**src/trace_caps_defines.svh**
```systemverilog
/*
 Constants for the trace capability identification register bank:
 system-register encodings, field positions, fixed field codes, levels.
 Assumes inclusion by bare name from the bank and its ROM module.
*/
`ifndef TRACE_CAPS_DEFINES_SVH
`define TRACE_CAPS_DEFINES_SVH

// ---------------------------------------------------------------
// Encodings
// ---------------------------------------------------------------
`define TC_OP0              2'h2
`define TC_OP1              3'h1
`define TC_CRN              4'h0
`define TC_CRM_MAIN         4'hd
`define TC_OP2_MAIN         3'h7
`define TC_CRM_RES_A        4'h2
`define TC_CRM_RES_B        4'h3
`define TC_CRM_RES_C        4'h4
`define TC_OP2_RES          3'h6

// ---------------------------------------------------------------
// Fields of the main register
// ---------------------------------------------------------------
`define TC_CNT_HI           30
`define TC_CNT_LO           28
`define TC_CNT_VAL          3'h2
`define TC_SEQ_HI           27
`define TC_SEQ_LO           25
`define TC_SEQ_VAL          3'h4
`define TC_LPO_BIT          23
`define TC_LPO_VAL          1'h0
`define TC_TRIG_BIT         22
`define TC_TRIG_VAL         1'h1
`define TC_TID_HI           21
`define TC_TID_LO           16
`define TC_TID_VAL          6'h07
`define TC_SEL_HI           11
`define TC_SEL_LO           9
`define TC_SEL_VAL          3'h4
`define TC_EXT_HI           8
`define TC_EXT_LO           0
`define TC_EXT_VAL          9'h0ff
`define TC_RESET_VALUE      64'h0000_0000_0000_0000

// ---------------------------------------------------------------
// Levels and syndrome
// ---------------------------------------------------------------
`define TC_LVL0             2'h0
`define TC_LVL1             2'h1
`define TC_LVL2             2'h2
`define TC_LVL3             2'h3
`define TC_SYNDROME_CLASS   6'h18

`endif

```
**src/trace_caps_pkg.sv**
```systemverilog
/*
 Types for the trace capability identification register bank.
 Assumes the defines header is on the include path.
*/
package trace_caps_pkg;

   typedef enum logic [1:0] {
      OUT_DATA,
      OUT_UNDEF,
      OUT_TRAP
   } outcome_t;

   typedef enum logic [2:0] {
      SEL_NONE,
      SEL_MAIN,
      SEL_RES_A,
      SEL_RES_B,
      SEL_RES_C
   } reg_sel_t;

endpackage : trace_caps_pkg

```
**src/trace_caps_rom.sv**
```systemverilog
/*
 Fixed-value table of the four capability registers; registered output.
 Assumes a synchronous active-high reset and one clock.
*/
`timescale 1ns/1ps
`include "trace_caps_defines.svh"

module trace_caps_rom #(
   parameter int WIDTH = 64
) (
   input  wire logic                     mclk,
   input  wire logic                     srst,
   input  wire trace_caps_pkg::reg_sel_t sel,
   output logic [WIDTH-1:0]              rdata
);

   logic [WIDTH-1:0] main_value;

   // ---------------------------------------------------------------
   // Main register value
   // ---------------------------------------------------------------
   always_comb begin
      main_value = `TC_RESET_VALUE;
      main_value[`TC_CNT_HI:`TC_CNT_LO] = `TC_CNT_VAL;
      main_value[`TC_SEQ_HI:`TC_SEQ_LO] = `TC_SEQ_VAL;
      main_value[`TC_LPO_BIT]           = `TC_LPO_VAL;
      main_value[`TC_TRIG_BIT]          = `TC_TRIG_VAL;
      main_value[`TC_TID_HI:`TC_TID_LO] = `TC_TID_VAL;
      main_value[`TC_SEL_HI:`TC_SEL_LO] = `TC_SEL_VAL;
      main_value[`TC_EXT_HI:`TC_EXT_LO] = `TC_EXT_VAL;
   end

   // ---------------------------------------------------------------
   // Registered read
   // ---------------------------------------------------------------
   always_ff @(posedge mclk) begin
      if (srst) begin
         rdata <= `TC_RESET_VALUE;
      end else begin
         case (sel)
            trace_caps_pkg::SEL_MAIN:  rdata <= main_value;
            trace_caps_pkg::SEL_RES_A: rdata <= `TC_RESET_VALUE;
            trace_caps_pkg::SEL_RES_B: rdata <= `TC_RESET_VALUE;
            trace_caps_pkg::SEL_RES_C: rdata <= `TC_RESET_VALUE;
            default:                   rdata <= `TC_RESET_VALUE;
         endcase
      end
   end

endmodule : trace_caps_rom

```
**src/trace_capability_id_regs.sv**
```systemverilog
/*
 Read-only trace capability identification registers with the
 privilege and trap checks of a system-register read.
 Assumes requests are single-cycle pulses synchronous to mclk and that
 trap-control levels are stable while a read is issued.
*/
// Contract
// - Counter count field reads two counters
// - Sequencer field reads four states
// - Low-power override support reads zero
// - Trace-bus trigger support reads one
// - Trace identifier width reads seven bits
// - Four external input selectors reported
// - External input count reads code 0x0ff
// - Main register selected by its encoding
// - Tenth register reads all zero
// - Tenth register selected by its encoding
// - Eleventh register reads all zero
// - Eleventh register selected by its encoding
// - Twelfth register reads all zero
// - Twelfth register selected by its encoding
// - Least privileged level read is undefined
// - Level-one trap bit traps to level one
// - Hypervisor trap bit traps level one reads
// - Fine-grained trace-ID trap goes to hypervisor
// - Hypervisor reads trap on its trap bit
// - Monitor trap bit traps, else data returned
// - Main register is 64 bits wide
`timescale 1ns/1ps
`include "trace_caps_defines.svh"

module trace_capability_id_regs #(
   parameter int WIDTH = 64
) (
   input  wire logic             mclk,
   input  wire logic             srst,
   input  wire logic             read_req,
   input  wire logic [1:0]       op0,
   input  wire logic [2:0]       op1,
   input  wire logic [3:0]       crn,
   input  wire logic [3:0]       crm,
   input  wire logic [2:0]       op2,
   input  wire logic [1:0]       current_exception_level,
   input  wire logic             hypervisor_enabled,
   input  wire logic             level_one_trace_access_trap,
   input  wire logic             hypervisor_trace_access_trap,
   input  wire logic             monitor_trace_access_trap,
   input  wire logic             fine_grained_trap_enable,
   input  wire logic             fine_grained_trace_id_read_trap,
   output logic                  read_done,
   output logic                  read_hit,
   output logic [WIDTH-1:0]      read_data,
   output logic                  undefined_instr,
   output logic                  trap_taken,
   output logic [1:0]            trap_target_level,
   output logic [5:0]            trap_syndrome_class
);

   trace_caps_pkg::reg_sel_t sel;
   trace_caps_pkg::reg_sel_t rom_sel;
   trace_caps_pkg::outcome_t outcome;
   logic [1:0]               target;
   logic                     common;
   logic [WIDTH-1:0]         rom_data;
   logic                     pend_data;

   // ---------------------------------------------------------------
   // Encoding decode
   // ---------------------------------------------------------------
   always_comb begin
      common = (op0 == `TC_OP0) && (op1 == `TC_OP1) && (crn == `TC_CRN);
      sel    = trace_caps_pkg::SEL_NONE;
      if (common && crm == `TC_CRM_MAIN && op2 == `TC_OP2_MAIN) begin
         sel = trace_caps_pkg::SEL_MAIN;
      end else if (common && crm == `TC_CRM_RES_A && op2 == `TC_OP2_RES) begin
         sel = trace_caps_pkg::SEL_RES_A;
      end else if (common && crm == `TC_CRM_RES_B && op2 == `TC_OP2_RES) begin
         sel = trace_caps_pkg::SEL_RES_B;
      end else if (common && crm == `TC_CRM_RES_C && op2 == `TC_OP2_RES) begin
         sel = trace_caps_pkg::SEL_RES_C;
      end
   end

   // ---------------------------------------------------------------
   // Privilege and trap checks
   // ---------------------------------------------------------------
   always_comb begin
      outcome = trace_caps_pkg::OUT_DATA;
      target  = `TC_LVL0;
      case (current_exception_level)
         `TC_LVL0: begin
            outcome = trace_caps_pkg::OUT_UNDEF;
         end
         `TC_LVL1: begin
            if (level_one_trace_access_trap) begin
               outcome = trace_caps_pkg::OUT_TRAP;
               target  = `TC_LVL1;
            end else if (hypervisor_enabled && hypervisor_trace_access_trap) begin
               outcome = trace_caps_pkg::OUT_TRAP;
               target  = `TC_LVL2;
            end else if (hypervisor_enabled && fine_grained_trap_enable &&
                         fine_grained_trace_id_read_trap) begin
               outcome = trace_caps_pkg::OUT_TRAP;
               target  = `TC_LVL2;
            end else if (monitor_trace_access_trap) begin
               outcome = trace_caps_pkg::OUT_TRAP;
               target  = `TC_LVL3;
            end
         end
         `TC_LVL2: begin
            if (hypervisor_trace_access_trap) begin
               outcome = trace_caps_pkg::OUT_TRAP;
               target  = `TC_LVL2;
            end else if (monitor_trace_access_trap) begin
               outcome = trace_caps_pkg::OUT_TRAP;
               target  = `TC_LVL3;
            end
         end
         default: begin
            if (monitor_trace_access_trap) begin
               outcome = trace_caps_pkg::OUT_TRAP;
               target  = `TC_LVL3;
            end
         end
      endcase
   end

   // Data is only fetched for an accepted read of a mapped register
   assign rom_sel = (read_req && outcome == trace_caps_pkg::OUT_DATA) ?
                    sel : trace_caps_pkg::SEL_NONE;

   trace_caps_rom #(
      .WIDTH (WIDTH)
   ) u_rom (
      .mclk  (mclk),
      .srst  (srst),
      .sel   (rom_sel),
      .rdata (rom_data)
   );

   // ---------------------------------------------------------------
   // Answer registers
   // ---------------------------------------------------------------
   always_ff @(posedge mclk) begin
      if (srst) begin
         read_done           <= 1'b0;
         read_hit            <= 1'b0;
         undefined_instr     <= 1'b0;
         trap_taken          <= 1'b0;
         trap_target_level   <= `TC_LVL0;
         trap_syndrome_class <= 6'h00;
         pend_data           <= 1'b0;
      end else begin
         read_done           <= read_req;
         read_hit            <= read_req && sel != trace_caps_pkg::SEL_NONE;
         undefined_instr     <= read_req && (sel == trace_caps_pkg::SEL_NONE ||
                                outcome == trace_caps_pkg::OUT_UNDEF);
         trap_taken          <= read_req && sel != trace_caps_pkg::SEL_NONE &&
                                outcome == trace_caps_pkg::OUT_TRAP;
         pend_data           <= read_req && sel != trace_caps_pkg::SEL_NONE &&
                                outcome == trace_caps_pkg::OUT_DATA;
         if (read_req && sel != trace_caps_pkg::SEL_NONE &&
             outcome == trace_caps_pkg::OUT_TRAP) begin
            trap_target_level   <= target;
            trap_syndrome_class <= `TC_SYNDROME_CLASS;
         end else begin
            trap_target_level   <= `TC_LVL0;
            trap_syndrome_class <= 6'h00;
         end
      end
   end

   // Data bus shows the table value only when a read completed
   assign read_data = pend_data ? rom_data : `TC_RESET_VALUE;

   // ---------------------------------------------------------------
   // Checks
   // ---------------------------------------------------------------
   a_main_value_fixed: assert property (@(posedge mclk) disable iff (srst)
      read_req && sel == trace_caps_pkg::SEL_MAIN && current_exception_level == `TC_LVL3
      && !monitor_trace_access_trap |=> read_data[30:28] == 3'h2 && read_data[27:25] == 3'h4)
      else $error("counter or sequencer field wrong");
   a_main_bits_fixed: assert property (@(posedge mclk) disable iff (srst)
      read_req && sel == trace_caps_pkg::SEL_MAIN && outcome == trace_caps_pkg::OUT_DATA
      |=> read_data[21:16] == 6'h07 && read_data[23] == 1'b0 && read_data[22] == 1'b1
      && read_data[11:9] == 3'h4 && read_data[8:0] == 9'h0ff && read_data[63:31] == 33'h0
      && read_data[24] == 1'b0 && read_data[15:12] == 4'h0)
      else $error("main register field wrong");
   a_low_level_undef: assert property (@(posedge mclk) disable iff (srst)
      read_req && current_exception_level == `TC_LVL0 |=> undefined_instr && !trap_taken
      && read_data == 64'h0000_0000_0000_0000)
      else $error("least privileged read not undefined");
   a_lvl1_trap_own: assert property (@(posedge mclk) disable iff (srst)
      read_req && sel != trace_caps_pkg::SEL_NONE && current_exception_level == `TC_LVL1
      && level_one_trace_access_trap |=> trap_taken && trap_target_level == 2'h1
      && trap_syndrome_class == 6'h18)
      else $error("level one trap missing");
   a_lvl1_trap_hyp: assert property (@(posedge mclk) disable iff (srst)
      read_req && sel != trace_caps_pkg::SEL_NONE && current_exception_level == `TC_LVL1
      && !level_one_trace_access_trap && hypervisor_enabled
      && hypervisor_trace_access_trap |=> trap_taken && trap_target_level == 2'h2)
      else $error("hypervisor trap of level one missing");
   a_fine_grain_trap: assert property (@(posedge mclk) disable iff (srst)
      read_req && sel != trace_caps_pkg::SEL_NONE && current_exception_level == `TC_LVL1
      && !level_one_trace_access_trap && hypervisor_enabled && fine_grained_trap_enable
      && fine_grained_trace_id_read_trap |=> trap_taken && trap_target_level == 2'h2)
      else $error("fine-grained trap missing");
   a_lvl2_trap_hyp: assert property (@(posedge mclk) disable iff (srst)
      read_req && sel != trace_caps_pkg::SEL_NONE && current_exception_level == `TC_LVL2
      && hypervisor_trace_access_trap |=> trap_taken && trap_target_level == 2'h2
      && trap_syndrome_class == 6'h18)
      else $error("hypervisor level trap missing");
   a_monitor_or_data: assert property (@(posedge mclk) disable iff (srst)
      read_req && sel == trace_caps_pkg::SEL_RES_A && current_exception_level == `TC_LVL3
      |=> (trap_taken == $past(monitor_trace_access_trap)) && read_hit
      && read_data == 64'h0000_0000_0000_0000)
      else $error("monitor level outcome wrong");
   a_reserved_zero: assert property (@(posedge mclk) disable iff (srst)
      read_req && (sel == trace_caps_pkg::SEL_RES_B || sel == trace_caps_pkg::SEL_RES_C)
      |=> read_data == 64'h0000_0000_0000_0000 && read_hit)
      else $error("reserved register not zero");
   a_trap_no_data: assert property (@(posedge mclk) disable iff (srst)
      trap_taken |-> read_data == 64'h0000_0000_0000_0000 && !undefined_instr)
      else $error("data shown with a trap");

endmodule : trace_capability_id_regs

```
**config.mk**
```make
export PLATFORM = sky130hd
export DESIGN_NAME = trace_capability_id_regs
export DESIGN_NICKNAME = d
export VERILOG_FILES = /design/src/trace_caps_pkg.sv /design/src/trace_caps_rom.sv /design/src/trace_capability_id_regs.sv
export VERILOG_INCLUDE_DIRS = /design/src
export SDC_FILE = /design/constraint.sdc
export NUM_CORES = 1
export LEC_CHECK = 0
export BUFFER_PORTS_ARGS = -buffer_cell sky130_fd_sc_hd__buf_4
export CAP_MARGIN = 20
export CORE_MARGIN = 3
export CORE_UTILIZATION = 37
export CTS_CLUSTER_SIZE = 24
export DETAILED_ROUTE_END_ITERATION = 10
export PLACE_DENSITY = 0.86
export SLEW_MARGIN = 25
export SYNTH_ARGS = -nofsm -noshare
export SYNTH_HDL_FRONTEND = slang
export SYNTH_SLANG_ARGS = --single-unit
```
**constraint.sdc**
```tcl
create_clock -name mclk -period 1.8 [get_ports mclk]
set_clock_uncertainty 0.1 [all_clocks]
set_input_delay 0.09 -clock mclk [delete_from_list [all_inputs] [get_ports mclk]]
set_output_delay 0.09 -clock mclk [all_outputs]
set_load 0.005 [all_outputs]
```
# Yosys cells after proc, flatten, opt, wreduce, memory -nomap -nowiden
# Index checks and enable logic that the tools add are counted.
[word_totals]
reg_bits = 77
latchBits = 0
mem_bits_rw = 0
rom_bits = 0
in_bits = 27
out_inout_bits = 76
wordCells = 67
n_memories = 0
[op_classes]
add_sub_neg = 0
n_mul = 0
div = 0
n_lt_le_gt_ge = 0
eq_ne = 13
n_shift = 0
mux = 20
bitwise = 1
reduce_logical = 25
[ops]
columns = ["op", "count"]
rows = [
  ["two-way mux 64 bit", 1],
  ["two-way mux 30 bit", 1],
  ["two-way mux 2 bit", 10],
  ["logical AND 1 bit", 18],
  ["two-way mux 3 bit", 5],
  ["one-hot mux 2 bit (3 select lines)", 2],
  ["== test 4 x 2 -> 1 bit, second input constant", 2],
  ["== test 2 bit, second input constant", 3],
  ["== test 3 x 1 -> 1 bit, second input constant", 2],
  ["== test 3 bit, second input constant", 2],
  ["two-way mux 5 bit", 1],
  ["== test 2 x 1 -> 1 bit, second input constant", 2],
  ["== test 4 x 3 -> 1 bit, second input constant", 1],
  ["== test 4 bit, second input constant", 1],
  ["logical NOT 2 bit", 2],
  ["logical NOT 4 bit", 1],
  ["logical NOT 3 bit", 1],
  ["nonzero test 3 bit", 1],
  ["OR reduction 2 bit", 1],
  ["logical OR 1 bit", 1],
  ["inverter 1 bit", 1],
]

# Logic depth before layout (Yosys ltp)
# Gate-level depths: netlist of run 1.
[logic_depth]
depth_word = 14
mapped_depth = 4
ltp_nobuf = 4

# Modules after synthesis
# A second synthesis of run 1 with hierarchy kept.
[unflattened]
cells_unflattened = 194
hier_area_um2 = 1397.6
[by_module_without_submodules]
columns = ["mod", "n_inst", "cells_per_inst", "area_per_inst_um2", "seq_area_each_um2"]
rows = [
  ["trace_capability_id_regs", 1, 128, 885.8, 140.1],
  ["trace_caps_rom", 1, 66, 511.7, 20.0],
]

# Worst setup path after synthesis of run 1
# OpenSTA, ideal clock, no wires.
[synth_timing]
kind = "input-to-reg"
start = "input port crm[0]"
end = "register trap_target_level[0]"
setup_time_ps = 78
t_arrival_ps = 1002
required_ps = 1622
slack_ps = 620
stages = 4
cell_sequence = "or3_1 -> a21oi_2 -> o2111ai_2 -> nor3_1"
[synth_via]
elab_chain_cells = 12
[synth_rtl]
columns = ["element", "line_no", "text"]
rows = [
  ["start, declared", "trace_capability_id_regs.sv:41", "input wire logic [3:0] crm,"],
  ["== test 4 x 3 -> 1 bit (no source line)", "n/a", ""],
  ["logical AND 1 bit (no source line) (2 in series)", "n/a", ""],
  ["two-way mux 3 bit", "trace_capability_id_regs.sv:79", "end else if (common && crm == `TC_CRM_RES_C && op2 == `TC_OP2_RES) begin"],
  ["two-way mux 3 bit", "trace_capability_id_regs.sv:77", "end else if (common && crm == `TC_CRM_RES_B && op2 == `TC_OP2_RES) begin"],
  ["two-way mux 3 bit", "trace_capability_id_regs.sv:75", "end else if (common && crm == `TC_CRM_RES_A && op2 == `TC_OP2_RES) begin"],
  ["two-way mux 3 bit (*)", "trace_capability_id_regs.sv:73", "if (common && crm == `TC_CRM_MAIN && op2 == `TC_OP2_MAIN) begin"],
  ["nonzero test 3 bit (*)", "trace_capability_id_regs.sv:162", "if (read_req && sel != trace_caps_pkg::SEL_NONE &&"],
  ["logical AND 1 bit (*) (2 in series)", "trace_capability_id_regs.sv:162", ""],
  ["inverter 1 bit (no source line) (*)", "n/a", ""],
  ["OR reduction 2 bit (no source line) (*)", "n/a", ""],
  ["end signal, assigned", "trace_capability_id_regs.sv:150", "trap_target_level <= `TC_LVL0;"],
  ["end signal, assigned", "trace_capability_id_regs.sv:164", "trap_target_level <= target;"],
  ["end signal, assigned", "trace_capability_id_regs.sv:167", "trap_target_level <= `TC_LVL0;"],
  ["end, declared", "trace_capability_id_regs.sv:55", "output logic [1:0] trap_target_level,"],
]
# Mark *: on every way between the ends. The rest lies on a longest branch, timed or not.
# A chain may end at the register's enable or synchronous reset.

==> results of run 1 <==
[where the power goes]
group | total (mW) | leakage [nW] | switching (mW) | internal [mW]
logic | 0.118 | 0.532 | 0.0615 | 0.0561
registers | 0.180 | 0.0650 | 0.000549 | 0.180
clock network | 0.127 | 0.0138 | 0.0516 | 0.0756
[state kept, by name, indices dropped and copies added (netlist names)]
signal,count
trap_syndrome_class,1
read_hit,1
pend_data,1
u_rom.rdata,1
undefined_instr,1
trap_target_level,2
read_done,1
[path summary, 6_finish.rpt]
| kind | from | to | slack (ps) |
|---|---|---|---|
| worst max-delay path | u_rom.rdata[27] | read_data[29] | 440 |
| worst min-delay path | read_req | read_done | 20 |
[cells by family (layout without fill, tap and decap cells)]
| kind of cell | Yosys count | count (layout) | share of synthesized area [%] |
|---|---|---|---|
| AO/OA/AOI/OAI | 10 | 10 | 7.985 |
| other | 1 | 53 | 0.3923 |
| buffers and inverters | 72 | 55 | 55.37 |
| flip-flops | 8 | 8 | 16.75 |
| AND/OR/NAND/NOR | 27 | 27 | 19.50 |
[synth_stat cells]
master     number  share of area [%]
buf_4          69                 54
dfxtp_1         8                 17
nor2_1          5                2.0
nor3_1          4                2.1
a21oi_1         3                1.6
inv_1           3                1.2
and3_1          2                1.3
nand2_1         2               0.79
nand2b_1        2                1.3
nand4b_1        2                1.8
a211o_1         1               0.92
a21o_1          1               0.79
a21oi_2         1               0.92
a31oi_1         1               0.65
and2_1          1               0.65
conb_1          1               0.39
nand3_1         1               0.52
nor2b_1         1               0.65
nor3b_1         1               0.79
nor3b_2         1                1.3
nor4b_1         1               0.92
nor4b_2         1                1.6
nor4b_4         1                2.5
o2111ai_2       1                1.6
o22a_1          1               0.92
o22ai_1         1               0.65
or2_2           1               0.65
or3_1           1               0.65
[critical path, stage by stage, from the launching register on]
cell and delay, ps:
dfxtp_1 290, and2_1 430, buf_4 200
[per-layer routing]
layer | track usage [%] | wire [um] | share of wire (%) | up-vias
li1 | - | - | - | 335
met1 | 7.357 | 447 | 28 | 300
met2 | 15.84 | 849 | 53 | 62
met3 | 1.379 | 266 | 17 | 4
met4 | 5.960 | 23 | 1.4 | 0
met5 | 0 | 0 | 0 | -
[final cells by class]
cell class | count | area (sq um) | share of cell area (%)
multi-input combinational | 90 | 461.7 | 43.62
tap | 28 | 35.03 | 3.310
sequential | 8 | 160.2 | 15.13
clock buffer | 3 | 22.52 | 2.128
timing repair buffer | 49 | 367.9 | 34.75
inverter | 3 | 11.26 | 1.064
[metrics by stage]
stage	std cells	worst slack [ps]	cell area (sq um)	hold slack [ps]	total power, mW
after floorplan	170	620.1	1151	160.3	0.3220
after global placement	178	454.7	1036	280.0	0.2968
after detailed placement	178	398.8	1036	277.5	0.2987
after CTS	181	390.4	1059	22.21	0.4292
after global routing	181	292.5	1059	48.60	0.4484
final	181	444.0	1059	23.31	0.4253
==> results, run 1 <==
- The Yosys step of the flow raised 0 warnings.
- The mean routed wirelength per cell is between 8 and 9 um.
- The clock drives 8 sinks.
- The number of cells on the worst hold path is 3.
- The worst-case clock buffer depth is 2.
- The aggregate global-route resource usage is 8.158%.
- The total number of placement rows is 17.
- Of all nets on the critical path, the largest fanout is 15.
- The final period utilization is between 70% and 80%.
- The most common library cell in the layout ignoring fill and taps is conb_1.
- The final setup violation count is 0.
- For this run, design rule violations remaining after detail routing come to 0.
- Clock-pin slew was measured on the worst setup and hold paths at 50 ps.
- The peak supply drop is ~0.00027 V.
- Leaving out fill and tap cells, the most frequent cells in the layout are conb_1, buf_4, dfxtp_1.
- The number of design-rule violations left by the first detailed-router iteration is 10.
- The residual overflow from global routing is 0.
- TritonCTS built the clock tree.
- Measured along the x axis, the die boundary spans 56.83 um.
- The count of nets left with antenna violations once routing finished came out at 0.
- STA classifies the critical path startpoint as a register.
- The tool flagged a number of max-cap violations equal to 0.
- Data arrives at the worst endpoint at around 1200 ps.
- The power per cell area is 401.8 nW/um^2.
- The maximum operating frequency is ~740 MHz.
- The maximum level of the CTS H-tree is 1.
- The max-slew violation count is 0.
- The first-pass GRT wire length is 2076 um.
- The sequential-to-total area share from yosys stat is 16.75%.
- Buffers added to address setup during post-CTS repair amount to 0.
- The post-synthesis instance total is 118.
- The die outline height is 56.83 um.
- In this run, post-CTS hold repair placed 0 buffers.
- The core region area is 2340 sq um.
- The detailed router placed between 700 and 800 vias in this run.
- The wire length reported by the detailed router is approximately 1600 um.
- The setup TNS after final layout is 0 ps.
- Counting the fill cells in the layout gives between 200 and 250.
- For this run, the detailed router's first-pass iteration total came to 4.
- The initial cell density of the core is 40.86%.
- 0 antenna diodes ended up in the layout.
- Port buffering added 49 buffers.
- Routability-driven placement finished with a final weighted congestion of approximately 0.64.
- At the worst endpoint, the required time is 1610 ps.
- The summed instance area of the synthesized netlist is 955.9 sq um.
- The number of distinct library cells after synthesis is 28.
- The maximum number of pins on one net before global-route repair is 16.
- The number of synthesized register bits is 8.
- TritonCTS created 3 clock buffers.
- Setup repair after global routing left no endpoint under its margin.
- The static leakage is 0.6103 nW.
- The wire-length estimate of the detail-placed layout is 1483 um.
- Dividing the synthesized area by the synthesized cell count gives between 8 and 9 sq um.
- The proportion of layout cells with a drive suffix above 1 is 37.91%.
- The post-cts gate resize count is 0.
- The top-level port count is 103.
- For this run, the share of the core covered by cells in the final layout is about 45%.
- The count of final hold-check violations is 0.
- The number of antenna violations at the first check in global routing is 0.
- Compared with the post-synthesis result, the final layout area differs by 10.73%.
- The cell sitting at the root of the clock tree is a clkbuf_4.
- The via count of the first global-routing pass is roughly 530.
- The type of destination of the critical path is an output pin.
- The die covers 3230 sq um.
- The worst setup path is of the register to output pin kind.
- The class of the worst hold path is input port to register.
- The run finished with clean final reports.
- Using the TritonRoute via totals, the vias-per-cell ratio works out to 3.873.
- The shortest period the worst path allows is between 1000 and 1500 ps.
- The final layout contains 182 nets.
(Power assumes the default switching activity.)
==> run 2: changes to the inputs <==
Settings changed: CORE_UTILIZATION 37 to 35, PLACE_DENSITY 0.86 to 0.82.
Clock period 1.8 ns to 1.4 ns, I/O delays scaled along.
==> results, run 2 (synthesis gave the netlist of run 1 again) <==
- The run finished with clean final reports.
- Data on the critical path arrives at its endpoint at 1010 ps.
- The start point of the worst hold path is read_req.
- The clock slew at the register clock pins of the worst setup and hold paths is 50 ps.
- The shortest period the worst path allows is 1177 ps.
- The number of iterations in the first detailed-routing pass is 4.
- The max-slew violation count was 0.
- The number of nets with antenna violations after detailed routing is 0.
- The destination of the worst hold path is read_done.
- The final setup violation count is 0.
- The number of clock buffers inserted by TritonCTS is 3.
- The worst-case clock buffer depth is 2.
- The number of antenna violations at the first check in global routing is 0.
- After the first detailed-routing iteration, the DRC count stood at 13.
- The number of sinks on the clock net is 8.
- The power per cell area is 521.1 nW/um^2.
- The final layout contains 182 nets.
- The type of destination of the critical path is an output pin.
- Cells with a size suffix above 1 make up 38.56% of the layout.
- The final period utilization is 84.05%.
- Counting flops per register, the top entry is trap_target_level.
- The mean routed wirelength per cell is 8.962 um.
- In this run the count of I/O pins placed on the die edge is 103.
- Once detailed placement completed, the half-perimeter wirelength came to between 1500 and 2000 um.
- The wire length reported by the detailed router is 1640 um.
- The detailed-route vias per instance is between 3 and 4.
- The count of final hold-check violations is 0.
- The initial cell density of the core is 37.56%.
- The final core utilization is approximately two fifths.
- Detailed routing inserted a total of 705 vias.
- From left edge to right edge, the die measures 58.26 um.
- The first global-routing pass estimated 2159 um of wire.
- In this run the core area contains 18 standard-cell rows.
- The maximum number of pins on one net before global-route repair is 16.
- The antenna cell count is 0.
- The number of gates resized after CTS was 1.
- The via count of the first global-routing pass is 551.
- STA classifies the critical path startpoint as a register.
- The overall die area is 3394 sq um.
- Once routing completed, OpenROAD measured the worst setup slack at between 200 and 250 ps.
- The clock tree from TritonCTS is built.
- The register with the most flip-flops in the layout has 2 of them.
- The critical path launch point is u_rom.rdata[27].
- The worst hold path passes through 3 cells.
- Setup repair after global routing left no endpoint under its margin.
- The die outline height is 58.26 um.
- After clock tree synthesis, the flow added hold-fix buffers numbering 0.
- Leaving out fill and tap cells, the most frequent cell in the layout is conb_1.
- The library cells used most frequently in the layout, excluding fill and tap cells, are conb_1, buf_4, dfxtp_1.
- In this run the standard cell core region covers 2545 sq um.
- Buffers placed on the I/O ports in this run total 49.
- In this run the number of H-tree levels came out at 1.
- The number of max-cap violations is 0.
- The category of the critical setup timing path is register to output pin.
- In the final timing run, aggregate negative setup slack is 0 ps.
- The final-layout fill cell count is 266.
- Relative to the synthesized area, the layout overhead comes to 11.13%.
- Global routing used under 10% of the available tracks.
- The global placer's final weighted congestion is 0.6520.
- The static leakage is 0.6111 nW.
- Across the VDD grid, the largest voltage drop is 0.0003154 V.
- Once the clock tree was built, the setup fixing pass inserted 0 buffers.
- The number of design rule violations left after detail routing is 0.
- The setup slack after placement is 57.41 ps.
- Across all hold checks on the routed design, the worst slack comes to 5.346 ps.
- In this run the worst hold path is classified as input port to register.
- The finished layout holds 183 standard cells, fillers aside.
- The critical-path maximum fanout is 15.
- STA puts the critical path data required time at 1230 ps.
- The residual overflow from global routing is 0.
- CTS placed an instance of clkbuf_4 at the clock tree root.
- Derived from the worst setup path, the maximum achievable clock frequency is 849.9 MHz.
- Once placement completed, the tool counted placed cells totaling 180.
run 2: report_power, final:
group	leakage [nW]	internal (mW)	total, mW	switching (mW)
registers	0.0650	0.231	0.232	0.000644
logic	0.532	0.0721	0.152	0.0796
clock network	0.0138	0.0977	0.170	0.0723
total	0.611	0.401	0.554	0.153
run 2: layout make-up:
cell class	count	area (sq um)	area share (%)
Sequential cell	8	160.2	15.08
Clock buffer	3	22.52	2.120
Inverter	3	11.26	1.060
Multi-Input combinational cell	90	462.9	43.58
Tap cell	30	37.54	3.534
Timing Repair Buffer	49	367.9	34.63
run 2: through the flow:
stage | area, sq um | power (mW)
finish | 1062 | 0.5535
global route | 1062 | 0.5883
CTS | 1062 | 0.5547
detailed placement | 1039 | 0.3852
global placement | 1039 | 0.3813
floorplan | 1151 | 0.4139
run 2: how the worst max path moves through the flow:
stage	depth (start not counted)	slack, ps	end
2_1_floorplan	4	240	trap_target_level[0]
5_1_grt	2	130	read_data[4]
3_5_place_dp	5	60	trap_target_level[1]
4_1_cts	2	180	read_data[4]
6_report	2	220	read_data[4]
3_3_place_gp	5	80	trap_target_level[0]
run 2: layer usage:
| layer | wire length [um] | global-route usage, % |
|---|---|---|
| met1 | 434 | 6.818 |
| met2 | 896 | 17.38 |
| met3 | 274 | 1.559 |
| met4 | 36 | 5.960 |
| met5 | 0 | 0 |
run 2: worst max-delay path, stage by stage (launching register included):
cell and delay (ps):
dfxtp_1 290, and2_2 290, buf_4 170
